==> config.mk <==
export PLATFORM = sky130hd
export DESIGN_NAME = rxsr_status
export DESIGN_NICKNAME = d
export VERILOG_FILES = /design/src/rtl/rxsr_pkg.sv /design/src/rtl/rxsr_cs_compare.sv /design/src/rtl/rxsr_pin_sync.sv /design/src/rtl/rxsr_status.sv
export SDC_FILE = /design/constraint.sdc
export NUM_CORES = 1
export LEC_CHECK = 0
export BUFFER_PORTS_ARGS = -buffer_cell sky130_fd_sc_hd__buf_2
export CORE_MARGIN = 3
export CORE_UTILIZATION = 50
export DETAILED_ROUTE_END_ITERATION = 10
export PLACE_DENSITY = 0.73
export REMOVE_ABC_BUFFERS = 1
export SLEW_MARGIN = 25
export SYNTH_ARGS = -nofsm -noshare
export SYNTH_HDL_FRONTEND = slang
export SYNTH_HIERARCHICAL = 1
export SYNTH_SLANG_ARGS = --single-unit
==> constraint.sdc <==
create_clock -name ref_clk -period 5.52 [get_ports ref_clk]
set_input_delay 0.276 -clock ref_clk [delete_from_list [all_inputs] [get_ports ref_clk]]
set_output_delay 0.276 -clock ref_clk [all_outputs]
set_load 0.01 [all_outputs]
==> src/rtl/rxsr_pkg.sv <==
// Purpose: shared constants for the receiver status readout block
// Assumes: 100 MHz core clock, register addresses as printed
// Notes:   all offsets, field positions and timings live here
package rxsr_pkg;

  // register addresses on the serial control port
  localparam logic [7:0] ADDR_EVT_FLAGS = 8'heb;
  localparam logic [7:0] ADDR_RATE_CS   = 8'hec;
  localparam logic [7:0] ADDR_SUBQ      = 8'hed;
  localparam int         ADDR_W         = 8;

  // register widths
  localparam int EVT_W    = 8;
  localparam int RCS_W    = 56;
  localparam int SUBQ_W   = 88;
  localparam int CS_BITS  = 48;
  localparam int SUBQ_BITS = 80;

  // interrupt_event_flags bit positions
  localparam int EVT_ERR_BIT    = 1;
  localparam int EVT_PCM_BIT    = 2;
  localparam int EVT_EMPH_BIT   = 3;
  localparam int EVT_PARITY_BIT = 4;
  localparam int EVT_RATE_BIT   = 5;
  localparam int EVT_CS_BIT     = 6;
  localparam int EVT_SUBQ_BIT   = 7;

  // rate_and_channel_status field positions
  localparam int RCS_ERR_BIT  = 1;
  localparam int RCS_PCM_BIT  = 2;
  localparam int RCS_RATE_LSB = 4;
  localparam int RCS_CS_LSB   = 8;

  // subcode_q_with_crc field positions
  localparam int SUBQ_CRC0_BIT = 0;
  localparam int SUBQ_CRC1_BIT = 1;
  localparam int SUBQ_DATA_LSB = 8;

  // rate codes with a fixed meaning
  localparam logic [2:0] RATE_OUT_OF_RANGE = 3'h0;
  localparam logic [2:0] RATE_RESET        = 3'h0;

  // event pulse width
  localparam int CLK_PERIOD_NS = 10;
  localparam int EVT_PULSE_NS  = 100;
  localparam int EVT_PULSE_CYC =
    (EVT_PULSE_NS + CLK_PERIOD_NS - 1) / CLK_PERIOD_NS;

  typedef enum logic {RXSR_ADDR, RXSR_SHIFT} rxsr_ser_t;

  // sample rate in 100 Hz units; 0 means out of range or unused
  function automatic logic [15:0] rxsr_rate_hz100(input logic [2:0] code,
                                                   input logic       x4);
    logic [15:0] base;
    base = 16'h0000;
    case (code)
      3'h1:    base = 16'd320;
      3'h2:    base = 16'd441;
      3'h3:    base = 16'd480;
      3'h4:    base = 16'd640;
      3'h5:    base = 16'd882;
      3'h6:    base = 16'd960;
      default: base = 16'h0000;
    endcase
    return x4 ? {base[14:0], 1'b0} : base;
  endfunction

endpackage

==> src/rtl/rxsr_cs_compare.sv <==
// Purpose: hold channel status and detect an unchanged repeat
// Assumes: cs_valid pulses once per received status block
// Notes:   the first block after reset has nothing to compare with
module rxsr_cs_compare import rxsr_pkg::*; (
  input  wire logic               ref_clk,  // core clock
  input  wire logic               rst,      // async reset, active high
  input  wire logic               cs_valid, // new block captured
  input  wire logic [CS_BITS-1:0] cs_bits,  // first bits of the block
  output logic      [CS_BITS-1:0] cs_held,  // last block seen
  output logic                    cs_same   // pulse: repeat equals prior
);
  logic have_prev;

  always_ff @(posedge ref_clk or posedge rst) begin
    if (rst) begin
      cs_held   <= '0;
      have_prev <= 1'b0;
    end else if (cs_valid) begin
      cs_held   <= cs_bits;
      have_prev <= 1'b1;
    end
  end

  always_ff @(posedge ref_clk or posedge rst) begin
    if (rst) begin
      cs_same <= 1'b0;
    end else begin
      cs_same <= cs_valid && have_prev && (cs_bits == cs_held);
    end
  end
endmodule // rxsr_cs_compare

==> src/rtl/rxsr_pin_sync.sv <==
// Purpose: three-stage synchroniser for pins from outside the clock
// Assumes: inputs are asynchronous to ref_clk
// Notes:   a change is taken once stages two and three agree
module rxsr_pin_sync import rxsr_pkg::*; #(
  parameter int W = 3
) (
  input  wire logic         ref_clk, // core clock
  input  wire logic         rst,     // async reset, active high
  input  wire logic [W-1:0] pin,     // raw pin levels
  output logic      [W-1:0] level    // filtered level
);
  logic [W-1:0] ff1;
  logic [W-1:0] ff2;
  logic [W-1:0] ff3;

  // ff1 feeds only ff2, so metastability stays in the chain
  always_ff @(posedge ref_clk or posedge rst) begin
    if (rst) begin
      ff1 <= '0;
      ff2 <= '0;
      ff3 <= '0;
    end else begin
      ff1 <= pin;
      ff2 <= ff1;
      ff3 <= ff2;
    end
  end

  // accept a bit only when two samples agree, rejecting single glitches
  always_ff @(posedge ref_clk or posedge rst) begin
    if (rst) begin
      level <= '0;
    end else begin
      for (int i = 0; i < W; i++) begin
        if (ff2[i] == ff3[i]) begin
          level[i] <= ff3[i];
        end
      end
    end
  end
endmodule // rxsr_pin_sync

==> src/rtl/rxsr_status.sv <==
// Purpose: read-side status registers of a biphase audio receiver
// Assumes: receiver core signals are on ref_clk; control pins are async
// Notes:   registers read over a four-wire serial port, LSB first
//
// Overview of operation
// - status update flag, cleared by reading
// - error and non-PCM identical in both registers
// - error shows live fault or PLL unlock
// - non-PCM bit shows live detection
// - rate codes mean 32 to 96 kHz
// - crystal select shifts codes to 64-192 kHz
// - rate code, flags, status bits placed
// - only first 48 status bits readable
// - update flag when block repeats unchanged
// - CRC result readable with subcode word
// - CRC result on both low bits
// - CRC flag low means error
// - subcode register layout, 88 bits
// - event pin high level or pulse
// - subcode register reloads at event rise
// - level event stays until flags read
module rxsr_status import rxsr_pkg::*; (
  input  wire logic                 ref_clk,         // core clock
  input  wire logic                 rst,             // async reset
  // control port pins
  input  wire logic                 ctl_ce,          // chip enable pin
  input  wire logic                 ctl_clk,         // serial clock pin
  input  wire logic                 ctl_di,          // serial data in
  output logic                      ctl_do,          // serial data out
  output logic                      ctl_do_oe,       // data out enable
  // receiver core state
  input  wire logic                 rx_trans_err,    // transmission error
  input  wire logic                 pll_locked,      // PLL locked
  input  wire logic                 non_pcm_det,     // non-PCM stream
  input  wire logic                 emph_det,        // pre-emphasis set
  input  wire logic                 parity_err,      // parity error now
  input  wire logic                 rate_meas_valid, // new rate result
  input  wire logic [2:0]           rate_meas_code,  // measured code
  input  wire logic                 cs_valid,        // status block done
  input  wire logic [CS_BITS-1:0]   cs_bits,         // status bits 0..47
  input  wire logic                 subq_detect,     // subcode word ready
  input  wire logic [SUBQ_BITS-1:0] subq_word,       // subcode Q word
  input  wire logic                 subq_crc_ok,     // CRC good
  // configuration held elsewhere
  input  wire logic                 crystal_rate_select, // x4 crystal
  input  wire logic                 subq_event_select,   // subcode source
  input  wire logic                 rate_event_select,   // rate source
  input  wire logic                 cs_event_select,     // status source
  input  wire logic                 evt_level_mode,      // 1 level, 0 pulse
  // outputs
  output logic                      event_out,       // event pin
  output logic [15:0]               rate_hz100       // rate, 100 Hz units
);
  localparam logic [7:0] PULSE_LEN = 8'(EVT_PULSE_CYC);

  logic [2:0]           pins;
  logic                 s_ce;
  logic                 s_clk;
  logic                 s_di;
  logic                 prev_ce;
  logic                 prev_clk;
  rxsr_ser_t            ser_state;
  logic [ADDR_W-1:0]    addr;
  logic [SUBQ_W-1:0]    shift_q;
  logic                 rd_evt;
  logic                 load_rd;
  logic                 addr_ok;
  logic [2:0]           rate_code;
  logic                 rate_update_flag;
  logic                 chstat_update_flag;
  logic                 subq_load_flag;
  logic [CS_BITS-1:0]   cs_held;
  logic                 cs_same;
  logic [SUBQ_W-1:0]    subq_reg;
  logic                 rx_error_bit;
  logic                 non_pcm_bit;
  logic [EVT_W-1:0]     evt_word;
  logic [RCS_W-1:0]     rcs_word;
  logic                 trig;
  logic                 evt_level;
  logic [7:0]           pulse_cnt;
  logic                 next_event;

  rxsr_pin_sync #(
    .W       (3)
  ) i_rxsr_pin_sync (
    .ref_clk (ref_clk),
    .rst     (rst),
    .pin     ({ctl_ce, ctl_clk, ctl_di}),
    .level   (pins)
  );

  assign s_ce  = pins[2];
  assign s_clk = pins[1];
  assign s_di  = pins[0];

  rxsr_cs_compare i_rxsr_cs_compare (
    .ref_clk  (ref_clk),
    .rst      (rst),
    .cs_valid (cs_valid),
    .cs_bits  (cs_bits),
    .cs_held  (cs_held),
    .cs_same  (cs_same)
  );

  assign rx_error_bit = rx_trans_err || !pll_locked;
  assign non_pcm_bit  = non_pcm_det;

  // interrupt_event_flags image; live bits reflect the read moment
  always_comb begin
    evt_word                 = '0;
    evt_word[EVT_ERR_BIT]    = rx_error_bit;
    evt_word[EVT_PCM_BIT]    = non_pcm_bit;
    evt_word[EVT_EMPH_BIT]   = emph_det;
    evt_word[EVT_PARITY_BIT] = parity_err;
    evt_word[EVT_RATE_BIT]   = rate_update_flag;
    evt_word[EVT_CS_BIT]     = chstat_update_flag;
    evt_word[EVT_SUBQ_BIT]   = subq_load_flag;
  end

  always_comb begin
    rcs_word                                     = '0;
    rcs_word[RCS_ERR_BIT]                        = rx_error_bit;
    rcs_word[RCS_PCM_BIT]                        = non_pcm_bit;
    rcs_word[RCS_RATE_LSB +: 3]                  = rate_code;
    rcs_word[RCS_CS_LSB +: CS_BITS]              = cs_held;
  end

  // edge history of the filtered pins
  always_ff @(posedge ref_clk or posedge rst) begin
    if (rst) begin
      prev_ce  <= 1'b0;
      prev_clk <= 1'b0;
    end else begin
      prev_ce  <= s_ce;
      prev_clk <= s_clk;
    end
  end

  assign addr_ok = (addr == ADDR_EVT_FLAGS) || (addr == ADDR_RATE_CS) ||
                   (addr == ADDR_SUBQ);
  // a read starts when chip enable rises in the address phase
  assign load_rd = (ser_state == RXSR_ADDR) && s_ce && !prev_ce && addr_ok;
  assign rd_evt  = load_rd && (addr == ADDR_EVT_FLAGS);

  // serial port: address in while enable low, data out while high
  always_ff @(posedge ref_clk or posedge rst) begin
    if (rst) begin
      ser_state <= RXSR_ADDR;
      addr      <= '0;
      shift_q   <= '0;
      ctl_do_oe <= 1'b0;
    end else begin
      case (ser_state)
        RXSR_ADDR: begin
          if (!s_ce && s_clk && !prev_clk) begin
            addr <= {s_di, addr[ADDR_W-1:1]};
          end
          if (load_rd) begin
            ser_state <= RXSR_SHIFT;
            ctl_do_oe <= 1'b1;
            if (addr == ADDR_EVT_FLAGS) begin
              shift_q <= SUBQ_W'(evt_word);
            end else if (addr == ADDR_RATE_CS) begin
              shift_q <= SUBQ_W'(rcs_word);
            end else begin
              shift_q <= subq_reg;
            end
          end else if (s_ce && !prev_ce) begin
            addr <= '0; // unmapped address: stay silent
          end
        end
        RXSR_SHIFT: begin
          if (!s_ce) begin
            ser_state <= RXSR_ADDR;
            ctl_do_oe <= 1'b0;
            addr      <= '0;
          end else if (!s_clk && prev_clk) begin
            shift_q <= {1'b0, shift_q[SUBQ_W-1:1]};
          end
        end
        default: begin
          ser_state <= RXSR_ADDR;
          ctl_do_oe <= 1'b0;
        end
      endcase
    end
  end

  assign ctl_do = shift_q[0];

  always_ff @(posedge ref_clk or posedge rst) begin
    if (rst) begin
      rate_code <= RATE_RESET;
    end else if (rate_meas_valid) begin
      rate_code <= rate_meas_code;
    end
  end

  always_ff @(posedge ref_clk or posedge rst) begin
    if (rst) begin
      rate_hz100 <= '0;
    end else begin
      rate_hz100 <= rxsr_rate_hz100(rate_code, crystal_rate_select);
    end
  end

  always_ff @(posedge ref_clk or posedge rst) begin
    if (rst) begin
      rate_update_flag   <= 1'b0;
      chstat_update_flag <= 1'b0;
      subq_load_flag     <= 1'b0;
    end else begin
      rate_update_flag   <= rate_meas_valid || (rate_update_flag && !rd_evt);
      chstat_update_flag <= cs_same || (chstat_update_flag && !rd_evt);
      subq_load_flag     <= subq_detect || (subq_load_flag && !rd_evt);
    end
  end

  always_ff @(posedge ref_clk or posedge rst) begin
    if (rst) begin
      subq_reg <= '0;
    end else if (subq_detect) begin
      subq_reg                <= '0;
      subq_reg[SUBQ_CRC0_BIT] <= subq_crc_ok;
      subq_reg[SUBQ_CRC1_BIT] <= subq_crc_ok;
      subq_reg[SUBQ_DATA_LSB +: SUBQ_BITS] <= subq_word;
    end
  end

  // any selected source raises the pin; unselected flags stay silent
  assign trig = (subq_event_select && subq_detect) ||
                (rate_event_select && rate_meas_valid) ||
                (cs_event_select && cs_same);

  always_ff @(posedge ref_clk or posedge rst) begin
    if (rst) begin
      evt_level <= 1'b0;
    end else begin
      evt_level <= trig || (evt_level && !rd_evt);
    end
  end

  // pulse timer; a new trigger restarts it so the pin stays high
  always_ff @(posedge ref_clk or posedge rst) begin
    if (rst) begin
      pulse_cnt <= '0;
    end else if (trig) begin
      pulse_cnt <= PULSE_LEN;
    end else if (pulse_cnt != '0) begin
      pulse_cnt <= pulse_cnt - 8'h01;
    end
  end

  always_comb begin
    if (evt_level_mode) begin
      next_event = trig || (evt_level && !rd_evt);
    end else begin
      next_event = trig || (pulse_cnt > 8'h01);
    end
  end

  always_ff @(posedge ref_clk or posedge rst) begin
    if (rst) begin
      event_out <= 1'b0;
    end else begin
      event_out <= next_event;
    end
  end
endmodule // rxsr_status

==> impl_metrics.env, run 1 <==
export IMPL_drc=0
export IMPL_required_ns=5.93
export IMPL_critPathMaxFanout=50
export IMPL_place_ws_ns=2.50
export IMPL_ctsHoldBuffers=121
export IMPL_layout_common_cells="dfrtp_1, mux2_2, buf_2"
export IMPL_end_kind="register"
export IMPL_final_common_cell="dfrtp_1"
export IMPL_areaGrowthSynthToFinish_pct=23.9
export IMPL_cts_setup_buffers=0
export IMPL_vias_per_cell=5.63
export IMPL_insertion_delay_ns=0.54
export IMPL_dr_pass1_iters=5
export IMPL_cts_tree="yes"
export IMPL_power_density_mw_per_mm2=295
export IMPL_dpl_hpwl_um=18500
export IMPL_placedInstanceArea_sq_mm=0.0138
export IMPL_rsz0062_at_grt="no"
export IMPL_final_util_pct=63.4
export IMPL_clk_path_buf_depth=3
export IMPL_htreeDepth=1
export IMPL_netlist_instances=1077
export IMPL_slew_violations=0
export IMPL_final_area_sq_mm=0.0160
export IMPL_seqPwrFrac_pct=46.8
export IMPL_grt_max_degree=155
export IMPL_cap_viol_max_count=0
export IMPL_die_h_um=167
export IMPL_drt_iter0_drc=718
export IMPL_core_sq_mm=0.0253
export IMPL_cp_arrival_ns=3.45
export IMPL_nets=1476
export IMPL_placed_cells=1500
export IMPL_slew_headroom_pct=37.0
export IMPL_setup_viol=0
export IMPL_synth_async_reset_ratio_pct=100
export IMPL_power_mw=4.72
export IMPL_largest_register_ffs=88
export IMPL_port_buffers=163
export IMPL_grt_pass1_vias=9792
export IMPL_cts_buffers=28
export IMPL_clkTransAtPathRegs_ns=0.06
export IMPL_synth_distinct_cells=60
export IMPL_cts_resized=0
export IMPL_synth_seq_cells=269
export IMPL_worst_pin_slew_ns=0.944
export IMPL_die_w_um=167
export IMPL_grt_use_total_pct=21.9
export IMPL_start_util_pct=51.1
export IMPL_ys_seq_area_share_pct=52.1
export IMPL_overflow=0
export IMPL_power_frac_comb_pct=12.4
export IMPL_holdWs_ns=0.0192
export IMPL_setup_tns_ns=0
export IMPL_stdcell_count=1672
export IMPL_wl_per_cell_um=18.5
export IMPL_netSwitchingFraction_pct=24.4
export IMPL_gp_congestion=0.769
export IMPL_io_pins=169
export IMPL_numClockSinks=269
export IMPL_antenna_found_initial=1
export IMPL_worst_slack_ns=2.48
export IMPL_peakVddDrop_v=0.000208
export IMPL_synth_edf_count=0
export IMPL_critPathLaunchType="register"
export IMPL_synth_area_sq_mm=0.0129
export IMPL_p_leak_nw=7.25
export IMPL_hold_viol=0
export IMPL_finalWirelength_um=31000
export IMPL_power_net_switching_mw=1.15
export IMPL_run_status="complete, no violations"
export IMPL_grt_pass1_wl_um=50400
export IMPL_finClkSkew_ns=0.0123
export IMPL_period_share_pct=55.1
export IMPL_fmax_mhz=329
export IMPL_p_int_mw=3.57
export IMPL_power_frac_clock_pct=40.9
export IMPL_filler_cell_count=1942
export IMPL_num_rows=58
export IMPL_vias=9419
export IMPL_cts_root_buffer="clkbuf_16"
export IMPL_drive_gt1_share_pct=35.1
export IMPL_postRouteAntennaNets=0
export IMPL_ys_flop_type="dfrtp_1"
export IMPL_critPathKind="reg -> reg"
export IMPL_worstHoldPathType="in -> reg"
export IMPL_synth_avg_cell_area_sq_um=12.0
export IMPL_post_route_min_period_ns=3.04
export IMPL_yosys_warnings=6
export IMPL_die_area_sq_mm=0.0278
[Yosys cell counts, types with 4 or more instances]
cell | count | share of area [%]
a21o_1 | 5 | 0.29
a21oi_1 | 7 | 0.27
a22o_1 | 14 | 0.95
a31o_1 | 16 | 1.1
a31o_2 | 33 | 2.2
buf_2 | 13 | 0.50
buf_4 | 9 | 0.52
buf_6 | 9 | 0.78
clkbuf_1 | 52 | 1.5
dfrtp_1 | 269 | 52
inv_1 | 10 | 0.29
mux2_1 | 23 | 2.0
mux2_2 | 193 | 17
nand2_1 | 130 | 3.8
nand2b_1 | 52 | 2.5
nand3_1 | 4 | 0.15
nand3b_1 | 4 | 0.23
nand4_1 | 4 | 0.19
nor2_1 | 16 | 0.46
nor3_1 | 5 | 0.19
nor4_1 | 7 | 0.34
nor4_2 | 7 | 0.68
o211ai_1 | 6 | 0.35
o21ai_0 | 44 | 1.7
o41ai_1 | 48 | 3.3
xnor2_1 | 5 | 0.34
xor2_1 | 47 | 3.2
[cell families after synthesis]
logic type / share of synthesized area [%]
multiplexers: 19.0
buffers and inverters: 3.86
AND/OR/NAND/NOR: 9.60
flip-flops: 52.1
other: 0.0290
adder cells (fa/ha/maj): 0.552
AO/OA/AOI/OAI: 11.3
XOR/XNOR: 3.53
[critical path, stage by stage, from the launching register on]
cell and delay [ns]:
dfrtp_4 0.66, nor2_1 0.27, o2111ai_2 0.22, a21oi_4 0.18
buf_4 0.48, buf_4 0.64, mux2_2 0.41
[cell type report]
type / count / area (sq um) / area share [%]
flip-flops and latches: 269 / 6740 / 42.1
multi-input cells: 715 / 5700 / 35.7
repair buffers: 299 / 2150 / 13.4
clock buffers: 37 / 806 / 5.04
well taps: 330 / 413 / 2.58
clock inverters: 11 / 138 / 0.860
inverters: 10 / 50.0 / 0.313
diodes: 1 / 2.50 / 0.0156
[final timing paths]
path / from / endpoint / slack, ns / cells after the start
worst max register to register: ser_state / shift_q[44] / 2.48 / 6
worst min register to register: i_rxsr_pin_sync/ff1[2] / i_rxsr_pin_sync/ff2[2] / 0.35 / 0
max in group asynchronous: rst / shift_q[42] / 3.82 / 4
worst min-delay path: subq_word[47] / subq_reg[55] / 0.02 / 2
min in group asynchronous: rst / i_rxsr_pin_sync/ff2[1] / 0.39 / 3
worst max-delay path: ser_state / shift_q[44] / 2.48 / 6
[metal layers]
layer  global-route usage (%)  wire, um
met4                     6.99       856
met5                        0         0
met3                     2.61      1210
met1                     29.7     13600
met2                     37.1     15300
[power by group through the flow]
stage / clock (mW) / sequential (mW) / combinational (mW)
after floorplan: 0 / 2.22 / 0.343
after global placement: 0 / 2.24 / 0.495
after detailed placement: 0 / 2.24 / 0.511
after CTS: 1.97 / 2.21 / 0.583
after global routing: 2.05 / 2.22 / 0.646
final: 1.93 / 2.21 / 0.583
No activity file was read; power rests on OpenSTA's default activity.
==> run 2, diff against run 1 <==
--- a/config.mk
+++ b/config.mk
@@ -9,7 +9,7 @@
 export CORE_MARGIN = 3
 export CORE_UTILIZATION = 50
 export DETAILED_ROUTE_END_ITERATION = 10
-export PLACE_DENSITY = 0.73
+export PLACE_DENSITY = 0.71
 export REMOVE_ABC_BUFFERS = 1
 export SLEW_MARGIN = 25
 export SYNTH_ARGS = -nofsm -noshare
==> constraint.sdc (replaced) <==
create_clock -name ref_clk -period 3.17 [get_ports ref_clk]
set_input_delay 0.1585 -clock ref_clk [delete_from_list [all_inputs] [get_ports ref_clk]]
set_output_delay 0.1585 -clock ref_clk [all_outputs]
set_load 0.01 [all_outputs]
==> run 2 against run 1 <==
Net effect: largest power group unchanged; power grew 84%; highest routed layer unchanged; critical path depth shrank 1; clock skew grew 0.0048 ns; via count grew 0.59%; worst setup slack lost 1.7 ns; combinational power grew 78%.
==> impl_metrics.env, run 2 (synthesis gave the netlist of run 1 again) <==
export IMPL_cap_viol_max_count=0
export IMPL_dpl_hpwl_um=19600
export IMPL_clkTransAtPathRegs_ns=0.06
export IMPL_core_sq_mm=0.0253
export IMPL_cts_buffers=29
export IMPL_hold_path_startpoint="non_pcm_det"
export IMPL_num_rows=58
export IMPL_finClkSkew_ns=0.0171
export IMPL_postRouteAntennaNets=0
export IMPL_layout_common_cells="dfrtp_1, mux2_2, buf_2"
export IMPL_grt_max_degree=113
export IMPL_antenna_found_initial=2
export IMPL_peakVddDrop_v=0.000412
export IMPL_placedInstanceArea_sq_mm=0.0139
export IMPL_end_kind="register"
export IMPL_gp_congestion=0.765
export IMPL_vias_per_cell=5.54
export IMPL_drc=0
export IMPL_nets=1508
export IMPL_worst_slack_ns=0.745
export IMPL_finalWirelength_um=31800
export IMPL_final_util_pct=65.2
export IMPL_overflow=0
export IMPL_rsz0062_at_grt="no"
export IMPL_htreeDepth=1
export IMPL_r2r_start="addr[1]"
export IMPL_critPathLaunchType="register"
export IMPL_vias=9475
export IMPL_run_status="complete, no violations"
export IMPL_port_buffers=163
export IMPL_grt_pass1_vias=10100
export IMPL_placed_cells=1509
export IMPL_power_density_mw_per_mm2=527
export IMPL_dr_pass1_iters=5
export IMPL_grt_pass1_wl_um=52500
export IMPL_die_h_um=167
export IMPL_post_route_min_period_ns=2.42
export IMPL_final_area_sq_mm=0.0165
export IMPL_cp_arrival_ns=2.84
export IMPL_grt_use_total_pct=22.8
export IMPL_final_common_cell="dfrtp_1"
export IMPL_place_ws_ns=0.764
export IMPL_io_pins=169
export IMPL_hold_viol=0
export IMPL_regArea_sq_mm=0.00674
export IMPL_hold_depth=4
export IMPL_slew_headroom_pct=38.4
export IMPL_critPathMaxFanout=33
export IMPL_rr_endpoint="shift_q[71]"
export IMPL_slew_violations=0
export IMPL_worstHoldPathType="in -> reg"
export IMPL_fmax_mhz=412
export IMPL_rrSetupSlack_ns=0.75
export IMPL_areaGrowthSynthToFinish_pct=27.5
export IMPL_holdPathEnd="shift_q[2]"
export IMPL_drt_iter0_drc=708
export IMPL_drive_gt1_share_pct=35.4
export IMPL_filler_cell_count=1932
export IMPL_period_share_pct=76.5
export IMPL_cts_root_buffer="clkbuf_16"
export IMPL_required_ns=3.59
export IMPL_multiInputGateArea_sq_mm=0.00570
export IMPL_setup_viol=0
export IMPL_wl_per_cell_um=18.6
export IMPL_die_w_um=167
export IMPL_p_leak_nw=7.47
export IMPL_stdcell_count=1709
export IMPL_start_util_pct=51.1
export IMPL_cts_setup_buffers=0
export IMPL_numClockSinks=269
export IMPL_largest_register_ffs=88
export IMPL_holdWs_ns=0.0591
export IMPL_ff2ff_path_depth=5
export IMPL_insertion_delay_ns=0.54
export IMPL_cts_tree="yes"
export IMPL_critPathKind="reg -> reg"
export IMPL_worst_pin_slew_ns=0.917
export IMPL_die_area_sq_mm=0.0278
export IMPL_clk_path_buf_depth=3
run 2: cell types whose count changed in the layout (fill, tap and decap cells not counted):
cell           previous run  this run
inv_12                    1         0
buf_12                    0         3
buf_4                    13        20
clkbuf_1                  3         1
diode_2                   1         2
dlygate4sd3_1           123       145
clkinv_2                  5         4
clkbuf_8                  5        11
inv_8                     0         1
clkinvlp_4                3         2
buf_6                     1         0
bufinv_16                 3         6
run 2: critical path, cell delays in order (launching register included):
cell and delay, ns:
dfrtp_1 0.44, or3b_2 0.74, a211oi_4 0.31, buf_4 0.36, o21ai_0 0.16, mux2_2 0.28
run 2: repair_timing:
item                                    in CTS  in global routing
endpoints found under the setup margin       0                  0
endpoints found under the hold margin      288                  0
gates resized for setup                      0                  0
hold buffers                               145                  0
run 2: metal layers:
layer  vias up  part of all wire (%)  track usage [%]
met2       239                    50             38.5
met5         -                     0                0
met4         0                   3.2             7.32
met3        68                   4.0             3.18
met1      4723                    43             30.6
li1       4445                     -                -
run 2: layout make-up:
type / instances / area share [%]
clock inverters: 12 / 1.31
well taps: 330 / 2.51
multi-input cells: 715 / 34.6
repair buffers: 330 / 15.0
diodes: 2 / 0.0304
flip-flops and latches: 269 / 40.9
inverters: 10 / 0.273
clock buffers: 41 / 5.35
run 2: worst max path at each step:
stage	start	to	slack (ns)
after floorplan	rst	addr[0]	-2.64
after global placement	addr[1]	shift_q[0]	0.85
after detailed placement	addr[1]	shift_q[63]	0.76
after CTS	addr[1]	shift_q[63]	0.75
after global routing	addr[1]	shift_q[58]	0.66
final	addr[1]	shift_q[71]	0.75
run 2: stage by stage:
stage	total power, mW	setup TNS [ns]
after floorplan	4.46	-688.53
after global placement	4.77	0
after detailed placement	4.81	0
after CTS	8.76	0
after global routing	9.03	0
final	8.68	0
run 2: where the power goes:
part           internal, mW  switching, mW  total (mW)
logic                 0.568          0.476        1.04
clock network          2.41           1.36        3.77
registers              3.66          0.194        3.86
